===== config.mk =====
export PLATFORM = sky130hd
export DESIGN_NAME = gated_16bit_timer
export DESIGN_NICKNAME = d
export VERILOG_FILES = /design/src/rtl/gated_timer_pkg.sv /design/src/rtl/gated_16bit_timer.sv /design/src/rtl/edge_sampler.sv
export VERILOG_INCLUDE_DIRS = /design/src /design/src/rtl
export SDC_FILE = /design/constraint.sdc
export NUM_CORES = 1
export LEC_CHECK = 0
export BUFFER_PORTS_ARGS = -buffer_cell sky130_fd_sc_hd__buf_2
export CORE_MARGIN = 2
export CORE_UTILIZATION = 60
export CTS_BUF_LIST = sky130_fd_sc_hd__clkbuf_16
export DETAILED_ROUTE_END_ITERATION = 7
export GPL_TIMING_DRIVEN = 0
export PLACE_DENSITY = 0.95
export SLEW_MARGIN = 20
export SYNTH_ARGS = -nofsm -noshare
export SYNTH_HDL_FRONTEND = slang
export SYNTH_SLANG_ARGS = --single-unit

===== constraint.sdc =====
create_clock -name clk -period 5.55 [get_ports clk]
set_input_delay 0.2775 -clock clk [delete_from_list [all_inputs] [get_ports clk]]
set_output_delay 0.2775 -clock clk [all_outputs]
set_load 0.01 [all_outputs]

===== src/rtl/gated_timer_consts.svh =====
// Contract
// - two-bit code picks the gate source
// - eight-bit timer wrap gives one gate pulse
// - comparator sources optionally resynchronised to timer clock
// - toggle mode inverts on each rising gate edge
// - toggle flip-flop held clear while toggle off
// - armed single pulse counts from next rising edge
// - arm bit cleared on pulse trailing edge
// - gate events ignored until arm set again
// - toggle plus single pulse counts one cycle
// - gate level readable even with gating off
// - gate level falling edge sets gate event flag
// - count wrap sets overflow flag, software clears
// - sleep counting only asynchronous external, wakes
// - count feeds capture and compare
// - conversion trigger clears count without overflow flag
// - count byte write beats conversion trigger clear
// - control bits 7:6 select count clock
// - control bits 5:4 select prescale ratio
// - bit 3 picks crystal, bit 2 skips sync
// - bit 0 enables timer, clear resets toggle
// - count when enabled and gate active if gated
// - polarity one counts high, zero counts low
// - count byte write clears the prescale counter
`ifndef GATED_TIMER_CONSTS_SVH
`define GATED_TIMER_CONSTS_SVH

// =====================================================
// register byte addresses
`define ADDR_W 5
`define OFF_TIMER_CONTROL 5'h00
`define OFF_GATE_CONTROL 5'h04
`define OFF_COUNT_LOW 5'h08
`define OFF_COUNT_HIGH 5'h0c
`define OFF_FLAGS 5'h10
`define OFF_ENABLES 5'h14
`define OFF_CAPTURE_COMPARE 5'h18

// =====================================================
// reset values and field positions
`define TIMER_CONTROL_RESET 8'h00
`define GATE_CONTROL_RESET 8'h00
`define FLAG_OVERFLOW 0
`define FLAG_GATE_EVENT 1
`define EN_OVERFLOW_IRQ 0
`define EN_GATE_EVENT_IRQ 1
`define EN_COMP_ONE_SYNC 2
`define EN_COMP_TWO_SYNC 3
`define COUNT_MAX 16'hffff
`define EIGHT_BIT_MAX 8'hff
`define INSTR_DIV_LAST 2'h3

`endif


===== src/rtl/gated_timer_pkg.sv =====
package gated_timer_pkg;

  typedef enum logic [1:0] {
    CLK_INSTR = 2'h0,
    CLK_SYSTEM = 2'h1,
    CLK_EXTERNAL = 2'h2,
    CLK_RESERVED = 2'h3
  } clk_src_e;

  typedef enum logic [1:0] {
    GATE_PIN = 2'h0,
    GATE_EIGHT_BIT_OVF = 2'h1,
    GATE_COMP_ONE = 2'h2,
    GATE_COMP_TWO = 2'h3
  } gate_src_e;

  typedef enum logic [1:0] {SP_IDLE, SP_WAIT, SP_COUNT} sp_state_e;

  typedef struct packed {
    clk_src_e clockSource;
    logic [1:0] prescaleSelect;
    logic secondaryOscEnable;
    logic syncBypass;
    logic unused;
    logic timerRunEnable;
  } timer_control_s;

  typedef struct packed {
    logic gateControlEnable;
    logic gatePolarity;
    logic gateToggleEnable;
    logic gateSinglePulseEnable;
    logic singlePulseArm;
    logic gateLevelStatus;
    gate_src_e gateSourceSelect;
  } gate_control_s;

  typedef struct packed {
    logic gatePin;
    logic comparatorOne;
    logic comparatorTwo;
  } gate_inputs_s;

endpackage


===== src/rtl/gated_16bit_timer.sv =====
`timescale 1ns/1ps
`include "gated_timer_consts.svh"
module gated_16bit_timer (
  // clock and reset
  input wire logic clk,
  input wire logic reset,
  // avalon-mm slave
  input wire logic [`ADDR_W-1:0] address,
  input wire logic read,
  input wire logic write,
  input wire logic [31:0] writedata,
  output logic [31:0] readdata,
  output logic waitrequest,
  // gate sources
  input wire gated_timer_pkg::gate_inputs_s gateInputs,
  input wire logic [7:0] eightBitTimerCount,
  // count clock pins
  input wire logic externalClockPin,
  input wire logic crystalInputPin,
  output logic crystalOutputPin,
  // system
  input wire logic sleepMode,
  input wire logic captureEvent,
  input wire logic autoConversionTrigger,
  // status outputs
  output logic [15:0] countRegister,
  output logic compareMatch,
  output logic overflowIrq,
  output logic gateEventIrq,
  output logic wakeRequest
);
  import gated_timer_pkg::*;

  // =====================================================
  // registers
  timer_control_s ctrlQ;
  gate_control_s gctlQ;
  logic [3:0] enablesQ;
  logic overflowFlagQ, gateEventFlagQ;
  logic [15:0] countQ, countD;
  logic [15:0] captureCompareQ;
  logic waitQ;
  logic [31:0] rdataQ;

  // =====================================================
  // bus decode
  logic busReq, busFire, wrFire;
  logic selCtrl, selGate, selLow, selHigh, selFlags, selEn, selCc;
  assign busReq = read | write;
  assign busFire = busReq & ~waitQ;
  assign wrFire = write & ~waitQ;
  assign selCtrl = address == `OFF_TIMER_CONTROL;
  assign selGate = address == `OFF_GATE_CONTROL;
  assign selLow = address == `OFF_COUNT_LOW;
  assign selHigh = address == `OFF_COUNT_HIGH;
  assign selFlags = address == `OFF_FLAGS;
  assign selEn = address == `OFF_ENABLES;
  assign selCc = address == `OFF_CAPTURE_COMPARE;

  logic wrCtrl, wrGate, wrLow, wrHigh, wrFlags, wrEn, wrCc, wrCount;
  assign wrCtrl = wrFire & selCtrl;
  assign wrGate = wrFire & selGate;
  assign wrLow = wrFire & selLow;
  assign wrHigh = wrFire & selHigh;
  assign wrFlags = wrFire & selFlags;
  assign wrEn = wrFire & selEn;
  assign wrCc = wrFire & selCc;
  assign wrCount = wrLow | wrHigh;

  gate_control_s gateWr;
  assign gateWr = gate_control_s'(writedata[7:0]);

  logic [31:0] rdataD;
  assign rdataD = selCtrl ? {24'h00_0000, ctrlQ[7:2], 1'b0, ctrlQ.timerRunEnable} :
                  selGate ? {24'h00_0000, gctlQ} :
                  selLow ? {24'h00_0000, countQ[7:0]} :
                  selHigh ? {24'h00_0000, countQ[15:8]} :
                  selFlags ? {30'h0000_0000, gateEventFlagQ, overflowFlagQ} :
                  selEn ? {28'h000_0000, enablesQ} :
                  selCc ? {16'h0000, captureCompareQ} :
                  32'h0000_0000;

  // one wait cycle, then answer
  always_ff @(posedge clk) begin
    if (reset) begin
      waitQ <= 1'b1;
      rdataQ <= 32'h0000_0000;
    end else begin
      waitQ <= ~(busReq & waitQ);
      if (busReq & waitQ) begin
        rdataQ <= read ? rdataD : 32'h0000_0000;
      end
    end
  end

  // =====================================================
  // count clock selection
  logic [1:0] instrDivQ;
  logic instrTick;
  logic extSync1Q, extSync2Q;
  logic pinOrCrystal, extLevel, extRise;
  logic asyncMode, srcTick;

  assign instrTick = instrDivQ == `INSTR_DIV_LAST;
  assign pinOrCrystal = ctrlQ.secondaryOscEnable ? crystalInputPin : externalClockPin;
  assign extLevel = ctrlQ.syncBypass ? pinOrCrystal : extSync2Q;
  assign asyncMode = ctrlQ.clockSource == CLK_EXTERNAL && ctrlQ.syncBypass;

  always_ff @(posedge clk) begin
    if (reset) begin
      instrDivQ <= 2'h0;
      extSync1Q <= 1'b0;
      extSync2Q <= 1'b0;
      crystalOutputPin <= 1'b0;
    end else begin
      instrDivQ <= instrDivQ + 2'h1;
      extSync1Q <= pinOrCrystal;
      extSync2Q <= extSync1Q;
      crystalOutputPin <= ctrlQ.secondaryOscEnable & ~crystalInputPin;
    end
  end

  edge_sampler extEdge (
    .clk(clk),
    .reset(reset),
    .level(extLevel),
    .rise(extRise),
    .fall()
  );

  logic rawTick;
  always_comb begin
    unique case (ctrlQ.clockSource)
      CLK_INSTR: rawTick = instrTick;
      CLK_SYSTEM: rawTick = 1'b1;
      CLK_EXTERNAL: rawTick = extRise;
      CLK_RESERVED: rawTick = 1'b0;
    endcase
  end
  assign srcTick = rawTick & (~sleepMode | asyncMode);

  // =====================================================
  // prescaler
  logic [2:0] pscQ, pscLast;
  logic countTick;
  assign pscLast = 3'((4'h1 << ctrlQ.prescaleSelect) - 4'h1);
  assign countTick = srcTick & (pscQ == pscLast);

  always_ff @(posedge clk) begin
    if (reset || wrCount) begin
      pscQ <= 3'h0;
    end else if (srcTick) begin
      pscQ <= countTick ? 3'h0 : pscQ + 3'h1;
    end
  end

  // =====================================================
  // gate sources
  logic [7:0] eightPrevQ;
  logic eightOvfQ;
  logic compOneQ, compTwoQ;
  logic compOneSrc, compTwoSrc;

  always_ff @(posedge clk) begin
    if (reset) begin
      eightPrevQ <= 8'h00;
      eightOvfQ <= 1'b0;
      compOneQ <= 1'b0;
      compTwoQ <= 1'b0;
    end else begin
      eightPrevQ <= eightBitTimerCount;
      eightOvfQ <= eightPrevQ == `EIGHT_BIT_MAX && eightBitTimerCount == 8'h00;
      if (countTick) begin
        compOneQ <= gateInputs.comparatorOne;
        compTwoQ <= gateInputs.comparatorTwo;
      end
    end
  end

  assign compOneSrc = enablesQ[`EN_COMP_ONE_SYNC] ? compOneQ : gateInputs.comparatorOne;
  assign compTwoSrc = enablesQ[`EN_COMP_TWO_SYNC] ? compTwoQ : gateInputs.comparatorTwo;

  logic gateRaw;
  always_comb begin
    unique case (gctlQ.gateSourceSelect)
      GATE_PIN: gateRaw = gateInputs.gatePin;
      GATE_EIGHT_BIT_OVF: gateRaw = eightOvfQ;
      GATE_COMP_ONE: gateRaw = compOneSrc;
      GATE_COMP_TWO: gateRaw = compTwoSrc;
    endcase
  end

  // =====================================================
  // polarity and toggle
  logic gatePolarised, polRise, toggleQ, gateToggled;
  assign gatePolarised = gctlQ.gatePolarity ? gateRaw : ~gateRaw;

  edge_sampler polEdge (
    .clk(clk),
    .reset(reset),
    .level(gatePolarised),
    .rise(polRise),
    .fall()
  );

  always_ff @(posedge clk) begin
    if (reset || !gctlQ.gateToggleEnable || !ctrlQ.timerRunEnable) begin
      toggleQ <= 1'b0;
    end else if (polRise) begin
      toggleQ <= ~toggleQ;
    end
  end
  assign gateToggled = gctlQ.gateToggleEnable ? toggleQ : gatePolarised;

  // =====================================================
  // single pulse
  sp_state_e spQ, spD;
  logic tglRise, tglFall, spDone;

  edge_sampler tglEdge (
    .clk(clk),
    .reset(reset),
    .level(gateToggled),
    .rise(tglRise),
    .fall(tglFall)
  );

  always_comb begin
    spD = spQ;
    spDone = 1'b0;
    unique case (spQ)
      SP_IDLE: begin
        if (gctlQ.gateSinglePulseEnable && gctlQ.singlePulseArm) begin
          spD = SP_WAIT;
        end
      end
      SP_WAIT: begin
        if (!gctlQ.gateSinglePulseEnable || !gctlQ.singlePulseArm) begin
          spD = SP_IDLE;
        end else if (tglRise) begin
          spD = SP_COUNT;
        end
      end
      SP_COUNT: begin
        if (!gctlQ.gateSinglePulseEnable || !gctlQ.singlePulseArm) begin
          spD = SP_IDLE;
        end else if (tglFall) begin
          spD = SP_IDLE;
          spDone = 1'b1;
        end
      end
    endcase
  end

  always_ff @(posedge clk) begin
    if (reset) begin
      spQ <= SP_IDLE;
    end else begin
      spQ <= spD;
    end
  end

  // idle after completion blocks gate until re-armed
  logic gateFinal;
  assign gateFinal = gctlQ.gateSinglePulseEnable ? (spQ == SP_COUNT) & gateToggled
                                                 : gateToggled;

  logic gvalFall;
  edge_sampler gvalEdge (
    .clk(clk),
    .reset(reset),
    .level(gctlQ.gateLevelStatus),
    .rise(),
    .fall(gvalFall)
  );

  // =====================================================
  // control registers
  always_ff @(posedge clk) begin
    if (reset) begin
      ctrlQ <= timer_control_s'(`TIMER_CONTROL_RESET);
      gctlQ <= gate_control_s'(`GATE_CONTROL_RESET);
      enablesQ <= 4'h0;
    end else begin
      if (wrCtrl) begin
        ctrlQ <= timer_control_s'(writedata[7:0]);
      end
      if (wrEn) begin
        enablesQ <= writedata[3:0];
      end
      if (wrGate) begin
        gctlQ.gateControlEnable <= gateWr.gateControlEnable;
        gctlQ.gatePolarity <= gateWr.gatePolarity;
        gctlQ.gateToggleEnable <= gateWr.gateToggleEnable;
        gctlQ.gateSinglePulseEnable <= gateWr.gateSinglePulseEnable;
        gctlQ.singlePulseArm <= gateWr.singlePulseArm;
        gctlQ.gateSourceSelect <= gateWr.gateSourceSelect;
      end else if (spDone) begin
        gctlQ.singlePulseArm <= 1'b0;
      end
      gctlQ.gateLevelStatus <= gateFinal;
    end
  end

  // =====================================================
  // counter
  logic countEnable, incr, wrap;
  assign countEnable = ctrlQ.timerRunEnable &
                       (~gctlQ.gateControlEnable | gctlQ.gateLevelStatus);
  assign incr = countTick & countEnable;
  assign wrap = incr & (countQ == `COUNT_MAX);

  always_comb begin
    countD = countQ;
    if (wrLow) begin
      countD[7:0] = writedata[7:0];
    end else if (wrHigh) begin
      countD[15:8] = writedata[7:0];
    end else if (autoConversionTrigger) begin
      countD = 16'h0000;
    end else if (incr) begin
      countD = countQ + 16'h0001;
    end
  end

  always_ff @(posedge clk) begin
    if (reset) begin
      countQ <= 16'h0000;
      captureCompareQ <= 16'h0000;
    end else begin
      countQ <= countD;
      if (captureEvent) begin
        captureCompareQ <= countQ;
      end else if (wrCc) begin
        captureCompareQ <= writedata[15:0];
      end
    end
  end

  // =====================================================
  // flags, set wins over clear
  logic ovfSet, gevSet;
  assign ovfSet = wrap & ~wrCount & ~autoConversionTrigger;
  assign gevSet = gvalFall;

  always_ff @(posedge clk) begin
    if (reset) begin
      overflowFlagQ <= 1'b0;
      gateEventFlagQ <= 1'b0;
    end else begin
      overflowFlagQ <= ovfSet | (overflowFlagQ & ~(wrFlags & writedata[`FLAG_OVERFLOW]));
      gateEventFlagQ <= gevSet |
                        (gateEventFlagQ & ~(wrFlags & writedata[`FLAG_GATE_EVENT]));
    end
  end

  // =====================================================
  // outputs
  always_ff @(posedge clk) begin
    if (reset) begin
      countRegister <= 16'h0000;
      compareMatch <= 1'b0;
      overflowIrq <= 1'b0;
      gateEventIrq <= 1'b0;
      wakeRequest <= 1'b0;
    end else begin
      countRegister <= countD;
      compareMatch <= countD == captureCompareQ;
      overflowIrq <= overflowFlagQ & enablesQ[`EN_OVERFLOW_IRQ];
      gateEventIrq <= gateEventFlagQ & enablesQ[`EN_GATE_EVENT_IRQ];
      wakeRequest <= sleepMode & asyncMode & overflowFlagQ & enablesQ[`EN_OVERFLOW_IRQ];
    end
  end

  assign readdata = rdataQ;
  assign waitrequest = waitQ;
endmodule // gated_16bit_timer


===== src/rtl/edge_sampler.sv =====
`timescale 1ns/1ps
module edge_sampler (
  // clock and reset
  input wire logic clk,
  input wire logic reset,
  // sampled level
  input wire logic level,
  // edge pulses
  output logic rise,
  output logic fall
);
  logic prevQ;

  always_ff @(posedge clk) begin
    if (reset) begin
      prevQ <= 1'b0;
    end else begin
      prevQ <= level;
    end
  end

  assign rise = level & ~prevQ;
  assign fall = ~level & prevQ;
endmodule // edge_sampler


---- After elaboration in Yosys (flattened, before gate mapping) ----
Index checks and enable logic that the tools add are counted.
storage, ports and cells
  register bits ........................... 116
  input bits .............................. 57
  output and inout port bits .............. 54
  word-level logic and storage cells ...... 175
cells by class
  add/sub/neg operators ................... 4
  equality and inequality tests ........... 22
  shift operators ......................... 1
  muxes and demuxes ....................... 37
  bitwise logic cells ..................... 54
  reductions and logical operators ........ 19
operator list
  cell                     number
  $mux W16                 12
  $and A1 B1 Y1            32
  $mux W8                  4
  $add A16 B1 Y16 const B  1
  $eq A16 B16 Y1           1
  $eq A16 B16 Y1 const B   1
  $not A1 Y1               16
  $eq A5 B5 Y1 const B     3
  $eq A2 B2 Y1 const B     6
  $mux W1                  12
  $eq A5 B4 Y1 const B     2
  $mux W2                  5
  $eq A8 B8 Y1 const B     1
  $logic_not A8 Y1         1
  $pmux W1 S4              2
  $eq A2 B1 Y1 const B     3
  $logic_not A2 Y1         3
  $ne A3 B2 Y1 const B     2
  $or A1 B1 Y1             6
  $pmux W2 S3              1
  $eq A5 B3 Y1 const B     1
  $logic_not A5 Y1         1
  $logic_not A1 Y1         4
  $logic_or A1 B1 Y1       4
  10 further kinds         13

---- Logic depth before layout (Yosys ltp) ----
  depth after elaboration ................. 12
  mapped depth ............................ 12
  mapped depth without buffers ............ 10

---- Cells and area by module ----
From an unflattened synthesis, not the netlist that was laid out.
second synthesis, totals
  cells, all modules ...................... 684
  area total of the unflattened synthesis .. 5689.2 µm²
modules (own cells, without submodules)
  module             times used  cells an instance  area each (µm²)
  gated_16bit_timer  1           668                5534.1
  edge_sampler       4           4                  38.8

---- Least setup slack after synthesis ----
No wires, ideal clock.
  kind .................................... in2reg
  from .................................... in address[4]
  to ...................................... reg compareMatch
  arrival ................................. 2492 ps
  path slack .............................. 2970 ps
  stages on the path ...................... 10
  cell sequence ........................... buf_6 or4b_4 nor3_4 nand2_1 a22o_1 o41ai_2 nand4_1 nor3_1 o2111ai_1 nor4_2
between the ends
  word-level cells in the longest chain between the ends .. 5
  elaborated cells on any way between the ends .. 9
ends and longest elaborated chain
  what                           line                      RTL
  start, declared                gated_16bit_timer.sv:8    input wire logic [`ADDR_W-1:0] address,
  $eq A5 B4 Y1 (no source line)  -
  $and A1 B1 Y1                  gated_16bit_timer.sv:64   assign wrHigh = wrFire & selHigh;
  $mux W8                        gated_16bit_timer.sv:317  end else if (wrHigh) begin
  $mux W8                        gated_16bit_timer.sv:315  if (wrLow) begin
  $eq A16 B16 Y1 (*)             gated_16bit_timer.sv:368  compareMatch <= countD == captureCompareQ;
  end signal, assigned           gated_16bit_timer.sv:368
  end, declared                  gated_16bit_timer.sv:27   output logic compareMatch,
Every way passes the cells marked *; elsewhere a longest branch is shown, timed or not.
A chain may end at the register's enable or synchronous reset.

---- Worst setup path after layout ----
  from .................................... reg pscQ[1]
  to ...................................... reg compareMatch
between the ends
  word-level cells in the longest chain between the ends .. 8
  elaborated cells on any way between the ends .. 10
ends and longest elaborated chain
  what                    line                      RTL
  start, declared         gated_16bit_timer.sv:144  logic [2:0] pscQ, pscLast;
  start signal, assigned  gated_16bit_timer.sv:153  pscQ <= countTick ? 3'h0 : pscQ + 3'h1;
  $eq A3 B3 Y1 (*)        gated_16bit_timer.sv:147  assign countTick = srcTick & (pscQ == pscLast);
  $and A1 B1 Y1 (*)       gated_16bit_timer.sv:147
  $and A1 B1 Y1 (*)       gated_16bit_timer.sv:310  assign incr = countTick & countEnable;
  $mux W16 (*)            gated_16bit_timer.sv:321  end else if (incr) begin
  $mux W16 (*)            gated_16bit_timer.sv:319  end else if (autoConversionTrigger) begin
  $mux W8                 gated_16bit_timer.sv:317
  $mux W8                 gated_16bit_timer.sv:315
  $eq A16 B16 Y1 (*)      gated_16bit_timer.sv:368
Marks and branches as above.

==> impl_metrics.yaml <==
status:
  status: "finished, final reports clean"
pwr:
  leakagePower_nw: 2.64
  p_switching_mw: 0.447
  ir_drop_mv: 0.167
  finalPower_mw: 1.56
  pwr-share-comb_pct: 11.7
  power_frac_seq_pct: 48.4
  switching_share_pct: 28.7
  internal_power_mw: 1.11
  power.density_nw_per_um2: 247
  power.clock.fraction_pct: 39.9
synth:
  ys_ff_latch: 100
  ys_types: 73
  netlist_area_um2: 5460
  synth_ff_type: "dfxtp_1"
  yosysSeqAreaShare_pct: 36.6
  ys_warn_count: 0
  async_reset_ff_share_pct: 0
  synth.avg_cell_area_um2: 8.28
  synthCells: 660
  synth_edf_count: 0
clocking:
  cts_buffer_depth: 2
  cts_buffers: 9
  cts_tree: "built"
  insertion_delay_ns: 0.35
  clk_pin_slew_worst_paths_ns: 0.07
  htree_levels: 3
  holdBufCountCts: 0
  cts_resized: 0
  cts_setup_buffers: 0
  root_buffer: "clkbuf_16"
  clkSinkCount: 100
sta:
  finalSetupViolations: 0
  tightest_slew_ns: 1.26
  report.final.slew_viol_count: 0
  fin_tns_setup_ns: 0
  hold_ws_ns: 0.0935
  fmax_ghz: 0.289
  maxSlewHeadroom_pct: 15.5
  rsz0062_at_grt: "no"
  finalHoldViolCount: 0
  layout_min_cycle_time_ns: 3.46
  min_period_over_period_pct: 62.3
  layout_setup_ws_ns: 2.09
  finClkSkew_ns: 0.00628
placed_design:
  placed_cells: 858
  dpl-instance-area_um2: 6030
  dp_hpwl_um: 14800
  io_buffers: 75
  pre_cts_ws_ns: 2.26
  gp_congestion: 1.01
routing:
  drcViolationCount: 0
  routed_wirelength_um: 20000
  drtIter0Drc: 614
  wire_per_inst_um: 22.9
  vias: 5785
  vias_per_cell: 6.63
  drt_first_pass_iters: 7
  ant_nets: 0
cells_and_area:
  final_cells: 873
  utilization_pct: 72.0
  diodes: 0
  area_growth_pct: 15.5
  drive_above_1_share_pct: 18.0
  fin_nets: 824
  nFillCells: 631
  fin_area_um2: 6310
setup_path:
  crit_required_ns: 5.81
  cp_max_fo: 8
  slowest_delay_ns: 0.54
  start_kind: "register"
  cp-end-kind: "register"
  worstSetupPathType: "reg2reg"
  crit_path_cell_trace: "or3_1, o32ai_1, a31oi_1, nor2_2, nand4_1, xnor2_1, mux2i_1, o2111ai_1, nor4_2"
  critPathSlowestCell: "nor2_2"
  cp_data_arrival_time_ns: 3.72
floorplanning:
  die_area_um2: 9890
  fp-row-count: 34
  core_area_um2: 8760
  dieHeight_um: 99.4
  io-pin-count: 111
  dieWidth_um: 99.4
  start_util_pct: 62.4
worst_hold_path:
  hold_path_class: "in2reg"
global_routing:
  grt_pass1_wl_um: 30300
  grt_max_degree: 19
  antenna_found_initial: 0
  grt_use_total_pct: 40.1
  grt_pass1_vias: 5589
  grt_overflow_total: 0
job:
  max-cap-violations: 0
cell usage after synthesis (all sizes together) (2+ instances only):
master / count / area share, %
nor2: 107 / 7.4
dfxtp: 100 / 37
nand2: 59 / 4.1
mux2i: 47 / 8.6
a21oi: 36 / 3.3
clkbuf: 27 / 1.9
buf: 25 / 3.2
a211oi: 19 / 2.6
nor2b: 19 / 2.2
nor3: 19 / 2.0
nand3: 18 / 1.6
o21ai: 17 / 1.6
a22oi: 12 / 1.6
inv: 11 / 0.76
xor2: 11 / 1.8
nand4: 9 / 1.0
o22ai: 9 / 1.0
xnor2: 9 / 1.4
a221oi: 6 / 0.96
and3: 6 / 0.69
ha: 6 / 1.4
mux2: 6 / 1.2
nor4: 6 / 0.92
or2: 6 / 0.69
and2: 5 / 0.57
and4: 5 / 0.82
a31oi: 4 / 0.46
nand2b: 4 / 0.46
nor3b: 4 / 0.55
o2111ai: 4 / 0.76
or3: 4 / 0.46
a2111oi: 3 / 0.85
nor4b: 3 / 0.60
o211ai: 3 / 0.41
a222oi: 2 / 0.37
a2bb2oi: 2 / 0.32
o2bb2ai: 2 / 0.32
o311ai: 2 / 0.32
o32ai: 2 / 0.32
worst max-delay path: cells and delay by family, from the launching register on:
family / cells / cell delay, ns
simple gates: 4 / 1.48
compound gates: 3 / 0.92
flops: 1 / 0.35
xor+xnor: 1 / 0.30
mux: 1 / 0.30
path summary, 6_finish.rpt:
kind | startpoint | endpoint | slack (ns) | cells past startpoint
setup reg to reg | pscQ[1]$_SDFFE_PP0P_ | compareMatch$_SDFF_PP0_ | 2.09 | 9
setup / recovery | pscQ[1]$_SDFFE_PP0P_ | compareMatch$_SDFF_PP0_ | 2.09 | 9
hold / removal | eightBitTimerCount[4] | eightOvfQ$_SDFF_PP0_ | 0.09 | 2
hold reg to reg | instrDivQ[0]$_SDFF_PP0_ | instrDivQ[0]$_SDFF_PP0_ | 0.46 | 1
cell usage in the layout (no fill, tap or decap), drive strengths merged, types with 19 or more instances in the layout:
| cell | count |
|---|---|
| a211oi | 19 |
| a21oi | 36 |
| buf | 100 |
| clkbuf | 36 |
| dfxtp | 100 |
| mux2i | 47 |
| nand2 | 59 |
| nor2 | 107 |
| nor2b | 19 |
| nor3 | 19 |
state kept, by name, summed over array words and instances (netlist names), 2 cells and up:
name	count
countRegister	16
spQ	2
ctrlQ	7
gctlQ	8
pscQ	3
instrDivQ	2
enablesQ	4
eightPrevQ	8
captureCompareQ	16
readdata	16
layout make-up:
| class | instances | area [um^2] | share of cell area, % |
|---|---|---|---|
| multi-input cells | 512 | 3200 | 50.7 |
| flip-flops and latches | 100 | 2000 | 31.7 |
| plain buffers | 52 | 278 | 4.40 |
| clock inverters | 6 | 56.3 | 0.892 |
| clock buffers | 9 | 225 | 3.57 |
| repair buffers | 75 | 375 | 5.95 |
| inverters | 11 | 41.3 | 0.654 |
| well taps | 108 | 135 | 2.14 |
logic make-up (layout without fill, tap and decap cells):
family / count (synthesis) / in the layout / synth area share, %
buffers and inverters: 63 / 153 / 5.84
AND/OR/NAND/NOR: 280 / 280 / 25.1
multiplexers: 54 / 54 / 10.3
XOR/XNOR: 20 / 20 / 3.21
AO/OA/AOI/OAI: 136 / 136 / 17.5
adder cells (fa/ha/maj): 6 / 6 / 1.37
flip-flops: 100 / 100 / 36.6
other: 1 / 16 / 0.0686
metal layers:
metal  wire length [um]  global-route usage (%)
met2               9240                    66.0
met4               1240                    23.4
met3               1970                    7.31
met5                  0                       0
met1               7500                    49.0
power by group through the flow:
stage,registers [mW],clock network (mW),logic (mW)
after CTS,0.754,0.614,0.175
after global routing,0.756,0.640,0.192
after floorplan,0.763,0,0.112
final,0.755,0.623,0.182
after global placement,0.770,0,0.168
after detailed placement,0.771,0,0.172
Power figures use the tool's default switching activity.
